`src/shared/two_wire_host_pkg.sv`:
```
// ============================================================
// constants shared by the host controller and its bus engine
// ============================================================
package two_wire_host_pkg;

	// ============================================================
	// device register map (byte offsets on the device bus)
	// ============================================================
	localparam int DEV_AW = 12;
	localparam logic [11:0] DEV_START_RX = 12'h000;
	localparam logic [11:0] DEV_START_TX = 12'h008;
	localparam logic [11:0] DEV_STOP = 12'h014;
	localparam logic [11:0] DEV_SUSPEND = 12'h01c;
	localparam logic [11:0] DEV_RESUME = 12'h020;
	localparam logic [11:0] DEV_EV_STOPPED = 12'h104;
	localparam logic [11:0] DEV_EV_RX = 12'h108;
	localparam logic [11:0] DEV_EV_TX = 12'h11c;
	localparam logic [11:0] DEV_EV_ERR = 12'h124;
	localparam logic [11:0] DEV_EV_BOUND = 12'h138;
	localparam logic [11:0] DEV_EV_SUSP = 12'h148;
	localparam logic [11:0] DEV_SHORTCUT_CONTROL = 12'h200;
	localparam logic [11:0] DEV_INT_SET = 12'h304;
	localparam logic [11:0] DEV_INT_CLR = 12'h308;
	localparam logic [11:0] DEV_ERR_CAUSE = 12'h4c4;
	localparam logic [11:0] DEV_ON = 12'h500;
	localparam logic [11:0] DEV_SCL_SEL = 12'h508;
	localparam logic [11:0] DEV_SDA_SEL = 12'h50c;
	localparam logic [11:0] DEV_RX_HOLD = 12'h518;
	localparam logic [11:0] DEV_TX_HOLD = 12'h51c;
	localparam logic [11:0] DEV_RATE = 12'h524;
	localparam logic [11:0] DEV_SLAVE_ADDR = 12'h588;

	// values written to the device
	localparam logic [31:0] DEV_TRIGGER = 32'h0000_0001;
	localparam logic [31:0] DEV_CLEAR = 32'h0000_0000;
	localparam logic [31:0] DEV_OFF = 32'h0000_0000;
	localparam logic [31:0] DEV_NO_SHORTCUT_CONTROL = 32'h0000_0000;
	localparam logic [31:0] DEV_ALL_ONES = 32'hffff_ffff;
	localparam int NUM_EVENTS = 6;

	// error cause bit positions
	localparam int ERR_OVERRUN = 0;
	localparam int ERR_ADDR_NACK = 1;
	localparam int ERR_DATA_NACK = 2;

	// ============================================================
	// own register map (byte offsets on the software bus)
	// ============================================================
	localparam int OWN_AW = 8;
	localparam logic [7:0] REG_CTRL = 8'h00;
	localparam logic [7:0] REG_CFG = 8'h04;
	localparam logic [7:0] REG_SCL = 8'h08;
	localparam logic [7:0] REG_SDA = 8'h0c;
	localparam logic [7:0] REG_LEN = 8'h10;
	localparam logic [7:0] REG_STATUS = 8'h14;
	localparam logic [7:0] REG_LASTRX = 8'h18;
	localparam logic [7:0] REG_DATA = 8'h40;

	// field positions
	localparam int CTRL_GO = 0;
	localparam int CTRL_READ = 1;
	localparam int CTRL_CHAIN = 2;
	localparam int CFG_FAST = 8;
	localparam int ST_BUSY = 0;
	localparam int ST_PARKED = 1;
	localparam int ST_DONE = 2;
	localparam int ST_PEND = 3;
	localparam int ST_ERR = 4;
	localparam int ST_IDX = 16;

	// values after reset
	localparam logic [31:0] SEL_RESET = 32'h0000_0000;
	localparam logic [6:0] ADDR_RESET = 7'h00;

	// sequencer states
	typedef enum logic [4:0] {
		SQ_IDLE, SQ_CFG_OFF, SQ_CFG_SHORTCUT_CONTROL, SQ_CFG_INTCLR, SQ_CFG_EVCLR,
		SQ_CFG_ERRCLR, SQ_CFG_SCL, SQ_CFG_SDA, SQ_CFG_RATE, SQ_CFG_ON,
		SQ_ADDR_SET, SQ_TX_LOAD, SQ_START, SQ_WAIT_EVT, SQ_WAIT_ERR,
		SQ_CLR_EVT, SQ_RX_READ, SQ_ERR_RD, SQ_ERR_CLR, SQ_ERR_EVCLR,
		SQ_STOP, SQ_WAIT_STOP, SQ_CLR_STOP, SQ_DISABLE, SQ_PARKED
	} seq_state_e;

	// bus engine phases
	typedef enum logic [1:0] {
		PH_IDLE, PH_SETUP, PH_ACCESS
	} bus_phase_e;

endpackage

```
`src/design/apb_request_engine.sv`:
```
`timescale 1ns/100ps
// ============================================================
// single-transfer bus master toward the device registers
// ============================================================
module apb_request_engine (
	input wire logic core_clk,
	input wire logic sys_rst,
	input wire logic req,
	input wire logic reqWrite,
	input wire logic [two_wire_host_pkg::DEV_AW-1:0] reqAddr,
	input wire logic [31:0] reqWdata,
	output logic done,
	output logic [31:0] rdata,
	output logic devPsel,
	output logic devPenable,
	output logic devPwrite,
	output logic [two_wire_host_pkg::DEV_AW-1:0] devPaddr,
	output logic [31:0] devPwdata,
	input wire logic [31:0] devPrdata,
	input wire logic devPready
);
	import two_wire_host_pkg::*;

	// all engine state
	typedef struct packed {
		bus_phase_e ph;
		logic psel;
		logic penable;
		logic pwrite;
		logic [DEV_AW-1:0] paddr;
		logic [31:0] pwdata;
		logic done;
		logic [31:0] rdata;
	} engine_s;

	engine_s sQ; // registered state
	engine_s sD; // next state

	// ============================================================
	// next state
	// ============================================================
	// done is held back one cycle so the caller can move on; a new request
	// is not taken while done is high, which stops a stale request repeating
	always_comb begin
		sD = sQ;
		sD.done = 1'b0;
		case (sQ.ph)
			PH_IDLE: begin
				// setup cycle: address, direction and data valid
				if (req && !sQ.done) begin
					sD.psel = 1'b1;
					sD.penable = 1'b0;
					sD.pwrite = reqWrite;
					sD.paddr = reqAddr;
					sD.pwdata = reqWdata;
					sD.ph = PH_SETUP;
				end
			end
			PH_SETUP: begin
				sD.penable = 1'b1;
				sD.ph = PH_ACCESS;
			end
			PH_ACCESS: begin
				// request held until the slave answers, however long
				if (devPready) begin
					sD.psel = 1'b0;
					sD.penable = 1'b0;
					sD.done = 1'b1;
					sD.rdata = devPrdata;
					sD.ph = PH_IDLE;
				end
			end
			default: begin
				sD.ph = PH_IDLE;
			end
		endcase
	end

	// ============================================================
	// state register
	// ============================================================
	always_ff @(posedge core_clk) begin
		if (sys_rst) begin
			sQ <= '0;
		end else begin
			sQ <= sD;
		end
	end

	assign done = sQ.done;
	assign rdata = sQ.rdata;
	assign devPsel = sQ.psel;
	assign devPenable = sQ.penable;
	assign devPwrite = sQ.pwrite;
	assign devPaddr = sQ.paddr;
	assign devPwdata = sQ.pwdata;

endmodule

```
`src/design/two_wire_host.sv`:
```
// Design decision made here: the APB slave port.
`timescale 1ns/100ps
// How it works
// - this host never adds a second master
// - pin selects written only while device off
// - pad setup is outside this host
// - device answers last read byte with nack
// - next byte written only after byte sent
// - stop triggered before final byte read
// - next start triggered before final byte read
// - shortcuts all written off
// - wait stopped event, then switch device off
// - device reprogrammed before each command from idle; a chained one only rewrites the slave address
module two_wire_host #(
	parameter int DEPTH = 16,
	parameter logic [31:0] RATE_SLOW_CODE = 32'h0000_0001,
	parameter logic [31:0] RATE_FAST_CODE = 32'h0000_0002,
	parameter logic [31:0] ON_CODE = 32'h0000_0001
) (
	input wire logic core_clk,
	input wire logic sys_rst,
	input wire logic psel,
	input wire logic penable,
	input wire logic pwrite,
	input wire logic [two_wire_host_pkg::OWN_AW-1:0] paddr,
	input wire logic [31:0] pwdata,
	output logic [31:0] prdata,
	output logic pready,
	output logic pslverr,
	output logic devPsel,
	output logic devPenable,
	output logic devPwrite,
	output logic [two_wire_host_pkg::DEV_AW-1:0] devPaddr,
	output logic [31:0] devPwdata,
	input wire logic [31:0] devPrdata,
	input wire logic devPready
);
	import two_wire_host_pkg::*;

	localparam int IW = $clog2(DEPTH); // data slot index width

	// ============================================================
	// state
	// ============================================================
	typedef struct packed {
		seq_state_e st;
		logic [6:0] slaveAddr; // seven-bit slave address
		logic fast; // fast bus rate selected
		logic [31:0] sclSel; // clock line pin select value
		logic [31:0] sdaSel; // data line pin select value
		logic [IW:0] len; // bytes in the command
		logic [IW:0] idx; // current byte
		logic isRead; // command direction
		logic chain; // end with a repeated start
		logic started; // start task issued for this command
		logic rxPending; // final read byte still unread in the device
		logic stopping; // stop task issued
		logic done; // sticky, command finished
		logic [2:0] errBits; // sticky error causes
		logic [2:0] errSeen; // causes seen this time
		logic [7:0] lastRx; // last byte taken from the device
		logic [2:0] evIdx; // event being cleared during setup
		logic [31:0] rdQ; // read answer for the software bus
		logic errQ; // unmapped access answer
		logic [DEPTH-1:0][7:0] mem; // data slots
	} host_s;

	host_s sQ; // registered state
	host_s sD; // next state

	logic busReq; // request to the engine
	logic busWrite; // its direction
	logic [DEV_AW-1:0] busAddr; // its address
	logic [31:0] busWdata; // its write data
	logic busDone; // engine finished a transfer
	logic [31:0] busRdata; // data the engine read
	logic [IW:0] nextIdx; // index after this byte
	logic isLast; // this byte ends the command
	logic [IW-1:0] slot; // data slot addressed by software
	logic inData; // software address hits a data slot
	logic setup; // software setup cycle
	logic access; // software access cycle

	// ============================================================
	// device bus engine
	// ============================================================
	// sole bus master here
	apb_request_engine engine (
		.core_clk(core_clk),
		.sys_rst(sys_rst),
		.req(busReq),
		.reqWrite(busWrite),
		.reqAddr(busAddr),
		.reqWdata(busWdata),
		.done(busDone),
		.rdata(busRdata),
		.devPsel(devPsel),
		.devPenable(devPenable),
		.devPwrite(devPwrite),
		.devPaddr(devPaddr),
		.devPwdata(devPwdata),
		.devPrdata(devPrdata),
		.devPready(devPready)
	);

	// event registers cleared during setup
	function automatic logic [DEV_AW-1:0] eventAddr(input logic [2:0] i);
		case (i)
			3'h0: eventAddr = DEV_EV_STOPPED;
			3'h1: eventAddr = DEV_EV_RX;
			3'h2: eventAddr = DEV_EV_TX;
			3'h3: eventAddr = DEV_EV_ERR;
			3'h4: eventAddr = DEV_EV_BOUND;
			default: eventAddr = DEV_EV_SUSP;
		endcase
	endfunction

	assign nextIdx = sQ.idx + 1'b1;
	assign isLast = (nextIdx >= sQ.len);
	assign setup = psel && !penable;
	assign access = psel && penable;
	assign slot = paddr[2 +: IW];
	assign inData = (paddr >= REG_DATA) && (paddr < REG_DATA + 8'(4 * DEPTH));

	// ============================================================
	// transfer asked of the device in each state
	// ============================================================
	always_comb begin
		busReq = 1'b1;
		busWrite = 1'b1;
		busAddr = DEV_ON;
		busWdata = DEV_CLEAR;
		case (sQ.st)
			SQ_CFG_OFF: busWdata = DEV_OFF;
			SQ_CFG_SHORTCUT_CONTROL: begin
				busAddr = DEV_SHORTCUT_CONTROL;
				busWdata = DEV_NO_SHORTCUT_CONTROL;
			end
			SQ_CFG_INTCLR: begin
				busAddr = DEV_INT_CLR;
				busWdata = DEV_ALL_ONES;
			end
			SQ_CFG_EVCLR: busAddr = eventAddr(sQ.evIdx);
			SQ_CFG_ERRCLR: begin
				busAddr = DEV_ERR_CAUSE;
				busWdata = DEV_ALL_ONES;
			end
			SQ_CFG_SCL: begin
				busAddr = DEV_SCL_SEL;
				busWdata = sQ.sclSel;
			end
			SQ_CFG_SDA: begin
				busAddr = DEV_SDA_SEL;
				busWdata = sQ.sdaSel;
			end
			SQ_CFG_RATE: begin
				busAddr = DEV_RATE;
				busWdata = sQ.fast ? RATE_FAST_CODE : RATE_SLOW_CODE;
			end
			SQ_CFG_ON: busWdata = ON_CODE;
			SQ_ADDR_SET: begin
				busAddr = DEV_SLAVE_ADDR;
				busWdata = {25'h0, sQ.slaveAddr};
			end
			SQ_TX_LOAD: begin
				busAddr = DEV_TX_HOLD;
				busWdata = {24'h0, sQ.mem[sQ.idx[IW-1:0]]};
			end
			SQ_START: begin
				busAddr = sQ.isRead ? DEV_START_RX : DEV_START_TX;
				busWdata = DEV_TRIGGER;
			end
			SQ_WAIT_EVT: begin
				busWrite = 1'b0;
				busAddr = sQ.isRead ? DEV_EV_RX : DEV_EV_TX;
			end
			SQ_WAIT_ERR: begin
				busWrite = 1'b0;
				busAddr = DEV_EV_ERR;
			end
			SQ_CLR_EVT: busAddr = sQ.isRead ? DEV_EV_RX : DEV_EV_TX;
			SQ_RX_READ: begin
				busWrite = 1'b0;
				busAddr = DEV_RX_HOLD;
			end
			SQ_ERR_RD: begin
				busWrite = 1'b0;
				busAddr = DEV_ERR_CAUSE;
			end
			// write one to clear what was seen
			SQ_ERR_CLR: begin
				busAddr = DEV_ERR_CAUSE;
				busWdata = {29'h0, sQ.errSeen};
			end
			SQ_ERR_EVCLR: busAddr = DEV_EV_ERR;
			SQ_STOP: begin
				busAddr = DEV_STOP;
				busWdata = DEV_TRIGGER;
			end
			SQ_WAIT_STOP: begin
				busWrite = 1'b0;
				busAddr = DEV_EV_STOPPED;
			end
			SQ_CLR_STOP: busAddr = DEV_EV_STOPPED;
			SQ_DISABLE: busWdata = DEV_OFF;
			// idle and parked ask for nothing
			default: busReq = 1'b0;
		endcase
	end

	// ============================================================
	// sequencer and software registers
	// ============================================================
	always_comb begin
		sD = sQ;
		// sequencer steps on each finished device transfer
		if (busDone) begin
			case (sQ.st)
				SQ_CFG_OFF: sD.st = SQ_CFG_SHORTCUT_CONTROL;
				SQ_CFG_SHORTCUT_CONTROL: sD.st = SQ_CFG_INTCLR;
				SQ_CFG_INTCLR: sD.st = SQ_CFG_EVCLR;
				SQ_CFG_EVCLR: begin
					sD.evIdx = sQ.evIdx + 3'h1;
					if (sQ.evIdx == 3'(NUM_EVENTS - 1)) begin
						sD.st = SQ_CFG_ERRCLR;
					end
				end
				SQ_CFG_ERRCLR: sD.st = SQ_CFG_SCL;
				SQ_CFG_SCL: sD.st = SQ_CFG_SDA;
				SQ_CFG_SDA: sD.st = SQ_CFG_RATE;
				SQ_CFG_RATE: sD.st = SQ_CFG_ON;
				SQ_CFG_ON: sD.st = SQ_ADDR_SET;
				SQ_ADDR_SET: sD.st = sQ.isRead ? SQ_START : SQ_TX_LOAD;
				SQ_TX_LOAD: sD.st = sQ.started ? SQ_WAIT_EVT : SQ_START;
				SQ_START: begin
					sD.started = 1'b1;
					// new start went out before the old byte is read
					sD.st = sQ.rxPending ? SQ_RX_READ : SQ_WAIT_EVT;
				end
				SQ_WAIT_EVT: sD.st = busRdata[0] ? SQ_CLR_EVT : SQ_WAIT_ERR;
				SQ_WAIT_ERR: sD.st = busRdata[0] ? SQ_ERR_RD : SQ_WAIT_EVT;
				SQ_CLR_EVT: begin
					if (isLast) begin
						sD.rxPending = sQ.isRead;
						if (sQ.chain) begin
							sD.st = SQ_PARKED;
						end else begin
							sD.stopping = 1'b1;
							sD.st = SQ_STOP;
						end
					end else if (sQ.isRead) begin
						sD.st = SQ_RX_READ;
					end else begin
						// next byte only after byte sent
						sD.idx = nextIdx;
						sD.st = SQ_TX_LOAD;
					end
				end
				SQ_RX_READ: begin
					sD.lastRx = busRdata[7:0];
					if (sQ.rxPending) begin
						// deferred final byte: slot kept only when stopping
						if (sQ.stopping) begin
							sD.mem[sQ.idx[IW-1:0]] = busRdata[7:0];
						end
						sD.rxPending = 1'b0;
						sD.st = sQ.stopping ? SQ_WAIT_STOP : SQ_WAIT_EVT;
					end else begin
						sD.mem[sQ.idx[IW-1:0]] = busRdata[7:0];
						sD.idx = nextIdx;
						sD.st = SQ_WAIT_EVT;
					end
				end
				SQ_ERR_RD: begin
					sD.errSeen = busRdata[2:0];
					sD.errBits = sQ.errBits | busRdata[2:0];
					sD.st = SQ_ERR_CLR;
				end
				SQ_ERR_CLR: sD.st = SQ_ERR_EVCLR;
				SQ_ERR_EVCLR: begin
					sD.rxPending = 1'b0;
					sD.stopping = 1'b1;
					sD.st = SQ_STOP;
				end
				SQ_STOP: sD.st = sQ.rxPending ? SQ_RX_READ : SQ_WAIT_STOP;
				// off only after the stopped event
				SQ_WAIT_STOP: sD.st = busRdata[0] ? SQ_CLR_STOP : SQ_WAIT_STOP;
				SQ_CLR_STOP: sD.st = SQ_DISABLE;
				SQ_DISABLE: begin
					sD.done = 1'b1;
					sD.st = SQ_IDLE;
				end
				default: sD.st = sQ.st;
			endcase
		end

		// software setup cycle: capture the answer
		if (setup) begin
			sD.errQ = 1'b0;
			sD.rdQ = 32'h0;
			if (inData) begin
				sD.rdQ = {24'h0, sQ.mem[slot]};
			end else begin
				case (paddr)
					REG_CTRL: sD.rdQ = {29'h0, sQ.chain, sQ.isRead, 1'b0};
					REG_CFG: sD.rdQ = {23'h0, sQ.fast, 1'b0, sQ.slaveAddr};
					REG_SCL: sD.rdQ = sQ.sclSel;
					REG_SDA: sD.rdQ = sQ.sdaSel;
					REG_LEN: sD.rdQ = 32'(sQ.len);
					REG_STATUS: begin
						sD.rdQ[ST_BUSY] = (sQ.st != SQ_IDLE) && (sQ.st != SQ_PARKED);
						sD.rdQ[ST_PARKED] = (sQ.st == SQ_PARKED);
						sD.rdQ[ST_DONE] = sQ.done;
						sD.rdQ[ST_PEND] = sQ.rxPending;
						sD.rdQ[ST_ERR +: 3] = sQ.errBits;
						sD.rdQ[ST_IDX +: IW + 1] = sQ.idx;
					end
					REG_LASTRX: sD.rdQ = {24'h0, sQ.lastRx};
					default: sD.errQ = 1'b1;
				endcase
			end
		end

		// software access cycle: writes take effect here
		if (access && pwrite) begin
			if (inData) begin
				sD.mem[slot] = pwdata[7:0];
			end else begin
				case (paddr)
					REG_CTRL: begin
						// go is taken only when idle or parked
						if (pwdata[CTRL_GO] && (sQ.st == SQ_IDLE || sQ.st == SQ_PARKED)) begin
							sD.isRead = pwdata[CTRL_READ];
							sD.chain = pwdata[CTRL_CHAIN];
							sD.idx = '0;
							sD.started = 1'b0;
							sD.stopping = 1'b0;
							sD.done = 1'b0;
							sD.errBits = 3'h0;
							sD.evIdx = 3'h0;
							// a fresh command from idle reprograms the device; one from parked only rewrites the slave address
							sD.st = (sQ.st == SQ_PARKED) ? SQ_ADDR_SET : SQ_CFG_OFF;
						end
					end
					REG_CFG: begin
						sD.slaveAddr = pwdata[6:0];
						sD.fast = pwdata[CFG_FAST];
					end
					REG_SCL: sD.sclSel = pwdata;
					REG_SDA: sD.sdaSel = pwdata;
					REG_LEN: sD.len = pwdata[IW:0];
					default: sD.errQ = sQ.errQ;
				endcase
			end
		end
	end

	// ============================================================
	// state register
	// ============================================================
	always_ff @(posedge core_clk) begin
		if (sys_rst) begin
			sQ <= '0;
			sQ.st <= SQ_IDLE;
			sQ.sclSel <= SEL_RESET;
			sQ.sdaSel <= SEL_RESET;
			sQ.slaveAddr <= ADDR_RESET;
		end else begin
			sQ <= sD;
		end
	end

	// zero wait states: the answer was captured in the setup cycle
	assign pready = access;
	assign prdata = sQ.rdQ;
	assign pslverr = access && sQ.errQ;

endmodule

```
`config.mk`:
```
export PLATFORM = sky130hd
export DESIGN_NAME = two_wire_host
export DESIGN_NICKNAME = d
export VERILOG_FILES = /design/src/shared/two_wire_host_pkg.sv /design/src/design/apb_request_engine.sv /design/src/design/two_wire_host.sv
export SDC_FILE = /design/constraint.sdc
export NUM_CORES = 1
export LEC_CHECK = 0
export BUFFER_PORTS_ARGS = -buffer_cell sky130_fd_sc_hd__clkbuf_2
export CORE_ASPECT_RATIO = 0.8
export CORE_MARGIN = 3
export CORE_UTILIZATION = 40
export CTS_BUF_LIST = sky130_fd_sc_hd__clkbuf_8
export CTS_CLUSTER_DIAMETER = 50
export DETAILED_ROUTE_END_ITERATION = 10
export SYNTH_ARGS = -nofsm -noshare
export SYNTH_HDL_FRONTEND = slang
export SYNTH_SLANG_ARGS = --single-unit
```
`constraint.sdc`:
```
create_clock -name core_clk -period 4.31 [get_ports core_clk]
set_input_delay 0.2155 -clock core_clk [delete_from_list [all_inputs] [get_ports core_clk]]
set_output_delay 0.2155 -clock core_clk [all_outputs]
set_load 0.03 [all_outputs]
```
==> metrics <==
Layout area overhead 10.9%; IO Count 159; Hold Crit Start sys_rst; antenna violation net count after detailed routing 0; most common cell in the synthesized netlist dfxtp_1; final worst path period share 73.3%; TritonCTS clock tree built; Post-Synthesis Cells 2097; DRT iter0 DRCs 2280; Hold Path Depth 2; Fin Setup TNS 0 ns; Rows 68; Max IR drop VDD 0.268 mV; largest net degree at the start of global routing 126; Comb pwr share 4.7%; clk sinks 326; Critical Path AT 3.71 ns; multiplexer share of the synthesized area 15.0%; max_slew headroom 14.1%; Reg2Reg Depth 8; global placement routability congestion 0.942; Final Hold Fails 0; CP Capture Type register; routed wire length 64000 microns; via count 16800; RSZ-0062 raised after global routing no; top_reg_cell synth dfxtp_1; Seq/Total Area, Yosys 36.3%; CP Max Fanout 17; worst skew pair latency 0.63 ns; Hold Worst Slack 0.0670 ns; synthesized flop and latch total 326; Filler cells 4300; Slew Viols, Final 0; Worst-Margin Slew 1.29 ns; status completed; die area 0.0475 sq mm; Starting Density 41.1%; Power Internal 4770 uW; critical path class reg -> reg; Psw 1620 uW; residual DRC count 0; XOR/XNOR Fraction of Synth Area 0.341%; drt pass-1 iters 7; Core Box Area 0.0437 sq mm; synthesized cell area 0.0180 sq mm; vias per cell 6.16; CTS Buf Count 54; largest cells by area after synthesis dfxtp_1, mux4_2, nand2_1; vias in the first global route 15900; Pwr Total 6380 uW; share of cells above drive strength 1 18.1%; RR Endpoint sQ[188]; largest family of logic cells by synthesized area compound AO/OA/AOI/OAI gates; Synth Area in Adders 0.975%; die width 243 microns; PwrDens 320 mW/mm^2; initial antenna violation count 0; Reg-to-Reg Start sQ[184]; top cells by count, synth dfxtp_1, nand2_1, nor2_1, clkbuf_1, a21oi_1; post-layout net count 2181; H-tree level count 2; Root Buffer clkbuf_8; DP Wirelength 41800 microns; mean area per synthesized cell 8.57 sq um; Longest Clk Path Bufs 3; Placed Instance Area 0.0184 sq mm; total track usage 26.0%; CP required 4.86 ns; cell area after layout 0.0199 sq mm; Setup Skew 0.0213 ns; Final setup viols 0; Compound-Gate Fraction of Synth Area 22.0%; Clock Pin Slew Worst Setup and Hold Paths 0.07 ns; Port Buffers 131; GRT overflow 0; first-pass GRT wire length 97300 microns; post-synth top area share 36.3%; minimum clock period 3.16 ns; area share of and/or/nand/nor cells after synthesis 17.0%; Pleak 0.00676 uW; Clk pwr share 47.8%; f_max 0.316 GHz; Post-synth ARST share 0%; Warnings, synthesis 0; Routed WL per cell 23.5 microns; DIE HEIGHT 196 microns; end point of the worst hold path engine.devPaddr[6]; Max-cap violations 0; Startpoint Class register; number of flops mapped to enable cells by yosys 0; sw frac 25.3%; cell accounting for the most synthesized area dfxtp_1; Hold Crit Class in -> reg; Core Util, Final 45.6%; Flop pwr share 47.5%; Worst R2R Setup Slack 1.15 ns; Yosys cell types 74
layout make-up:
| type | instances | area, sq um | area share, % |
|---|---|---|---|
| inverters | 20 | 75.1 | 0.377 |
| multi-input cells | 1469 | 9970 | 50.1 |
| clock inverters | 31 | 259 | 1.30 |
| repair buffers | 218 | 1420 | 7.11 |
| flip-flops and latches | 326 | 6530 | 32.8 |
| diodes | 1 | 2.50 | 0.0126 |
| well taps | 595 | 744 | 3.74 |
| clock buffers | 67 | 922 | 4.63 |
kinds of logic after synthesis:
logic type,Yosys count
AND/OR/NAND/NOR,701
AO/OA/AOI/OAI,572
flip-flops,326
buffers and inverters,304
multiplexers,172
adder cells (fa/ha/maj),14
XOR/XNOR,7
other,1
worst max path at each step:
stage,startpoint,end,slack (ns),cells after the start
floorplan,sQ[184],sQ[187],1.44,11
global placement,sQ[184],sQ[187],1.26,8
detailed placement,sQ[184],sQ[188],1.22,8
CTS,sQ[184],sQ[187],1.18,8
global route,sQ[184],sQ[187],0.91,8
finish,sQ[184],sQ[188],1.15,8
cell usage in the layout (no fill, tap or decap), types with 5 or more instances in the layout:
| cell | synthesis | routed |
|---|---|---|
| dfxtp_1 | 326 | 324 |
| nand2_1 | 289 | 289 |
| nor2_1 | 267 | 267 |
| a21oi_1 | 131 | 131 |
| clkbuf_2 | 1 | 129 |
| o21ai_0 | 117 | 117 |
| a311oi_1 | 102 | 102 |
| mux2i_1 | 83 | 83 |
| mux4_2 | 77 | 77 |
| clkbuf_8 | 0 | 67 |
| buf_4 | 82 | 54 |
| a211oi_1 | 44 | 44 |
| dlygate4sd3_1 | 0 | 33 |
| inv_1 | 19 | 31 |
| nor3_1 | 33 | 29 |
| a221o_1 | 27 | 27 |
| a22oi_1 | 25 | 25 |
| a32oi_1 | 24 | 24 |
| nand2b_1 | 18 | 17 |
| nor2b_1 | 17 | 17 |
| nand3_1 | 15 | 15 |
| a22o_1 | 15 | 15 |
| ha_1 | 14 | 14 |
| a31oi_1 | 13 | 13 |
| mux2_2 | 12 | 12 |
| and3_1 | 11 | 11 |
| o211ai_1 | 11 | 11 |
| clkinv_2 | 0 | 11 |
| o31ai_1 | 10 | 10 |
| o22ai_1 | 10 | 9 |
| and2_1 | 8 | 8 |
| nand4_1 | 6 | 6 |
| xnor2_1 | 5 | 5 |
| nor3_2 | 1 | 5 |
| nor3_4 | 5 | 5 |
| o221ai_1 | 5 | 5 |
power by group through the flow:
| stage | clock (uW) | sequential [uW] | combinational, uW |
|---|---|---|---|
| 4_1_cts | 3080 | 3030 | 296 |
| 2_1_floorplan | 0 | 3090 | 179 |
| 3_5_place_dp | 0 | 3100 | 271 |
| 3_3_place_gp | 0 | 3100 | 269 |
| 6_report | 3050 | 3030 | 302 |
| 5_1_grt | 3210 | 3030 | 318 |
worst max-delay path: stages (launching register included):
cell and delay [ns]:
dfxtp_2 0.69, inv_1 0.37, ha_1 0.42, ha_1 0.20, a21o_1 0.18, a31oi_1 0.38, o211ai_1 0.30, a2111o_1 0.47
o21ai_0 0.07
stage by stage:
stage                     setup WS, ns  cells
after global routing             0.907   2726
after global placement            1.26   2595
after CTS                         1.18   2726
final                             1.15   2727
after detailed placement          1.22   2595
after floorplan                   1.44   2099
registers in the layout, indices dropped and copies added (netlist names), 2 cells and up:
register	count
sQ	239
engine.devPwdata	32
prdata	32
engine.devPaddr	9
engine.rdata	8
engine.sQ	2
repair_timing:
action                                 4_1_cts  5_1_grt
endpoints found under the hold margin       58        0
hold buffers                                33        0
setup buffers                                0        0
gates resized for setup                      0        0
routing by layer:
metal | vias up | share of wire [%] | global-route usage, %
met4 | 0 | 2.8 | 7.48
met3 | 137 | 11 | 7.19
met5 | - | 0 | 0
met2 | 925 | 43 | 38.1
li1 | 7589 | - | -
met1 | 8150 | 43 | 37.4
Power figures use the tool's default switching activity.
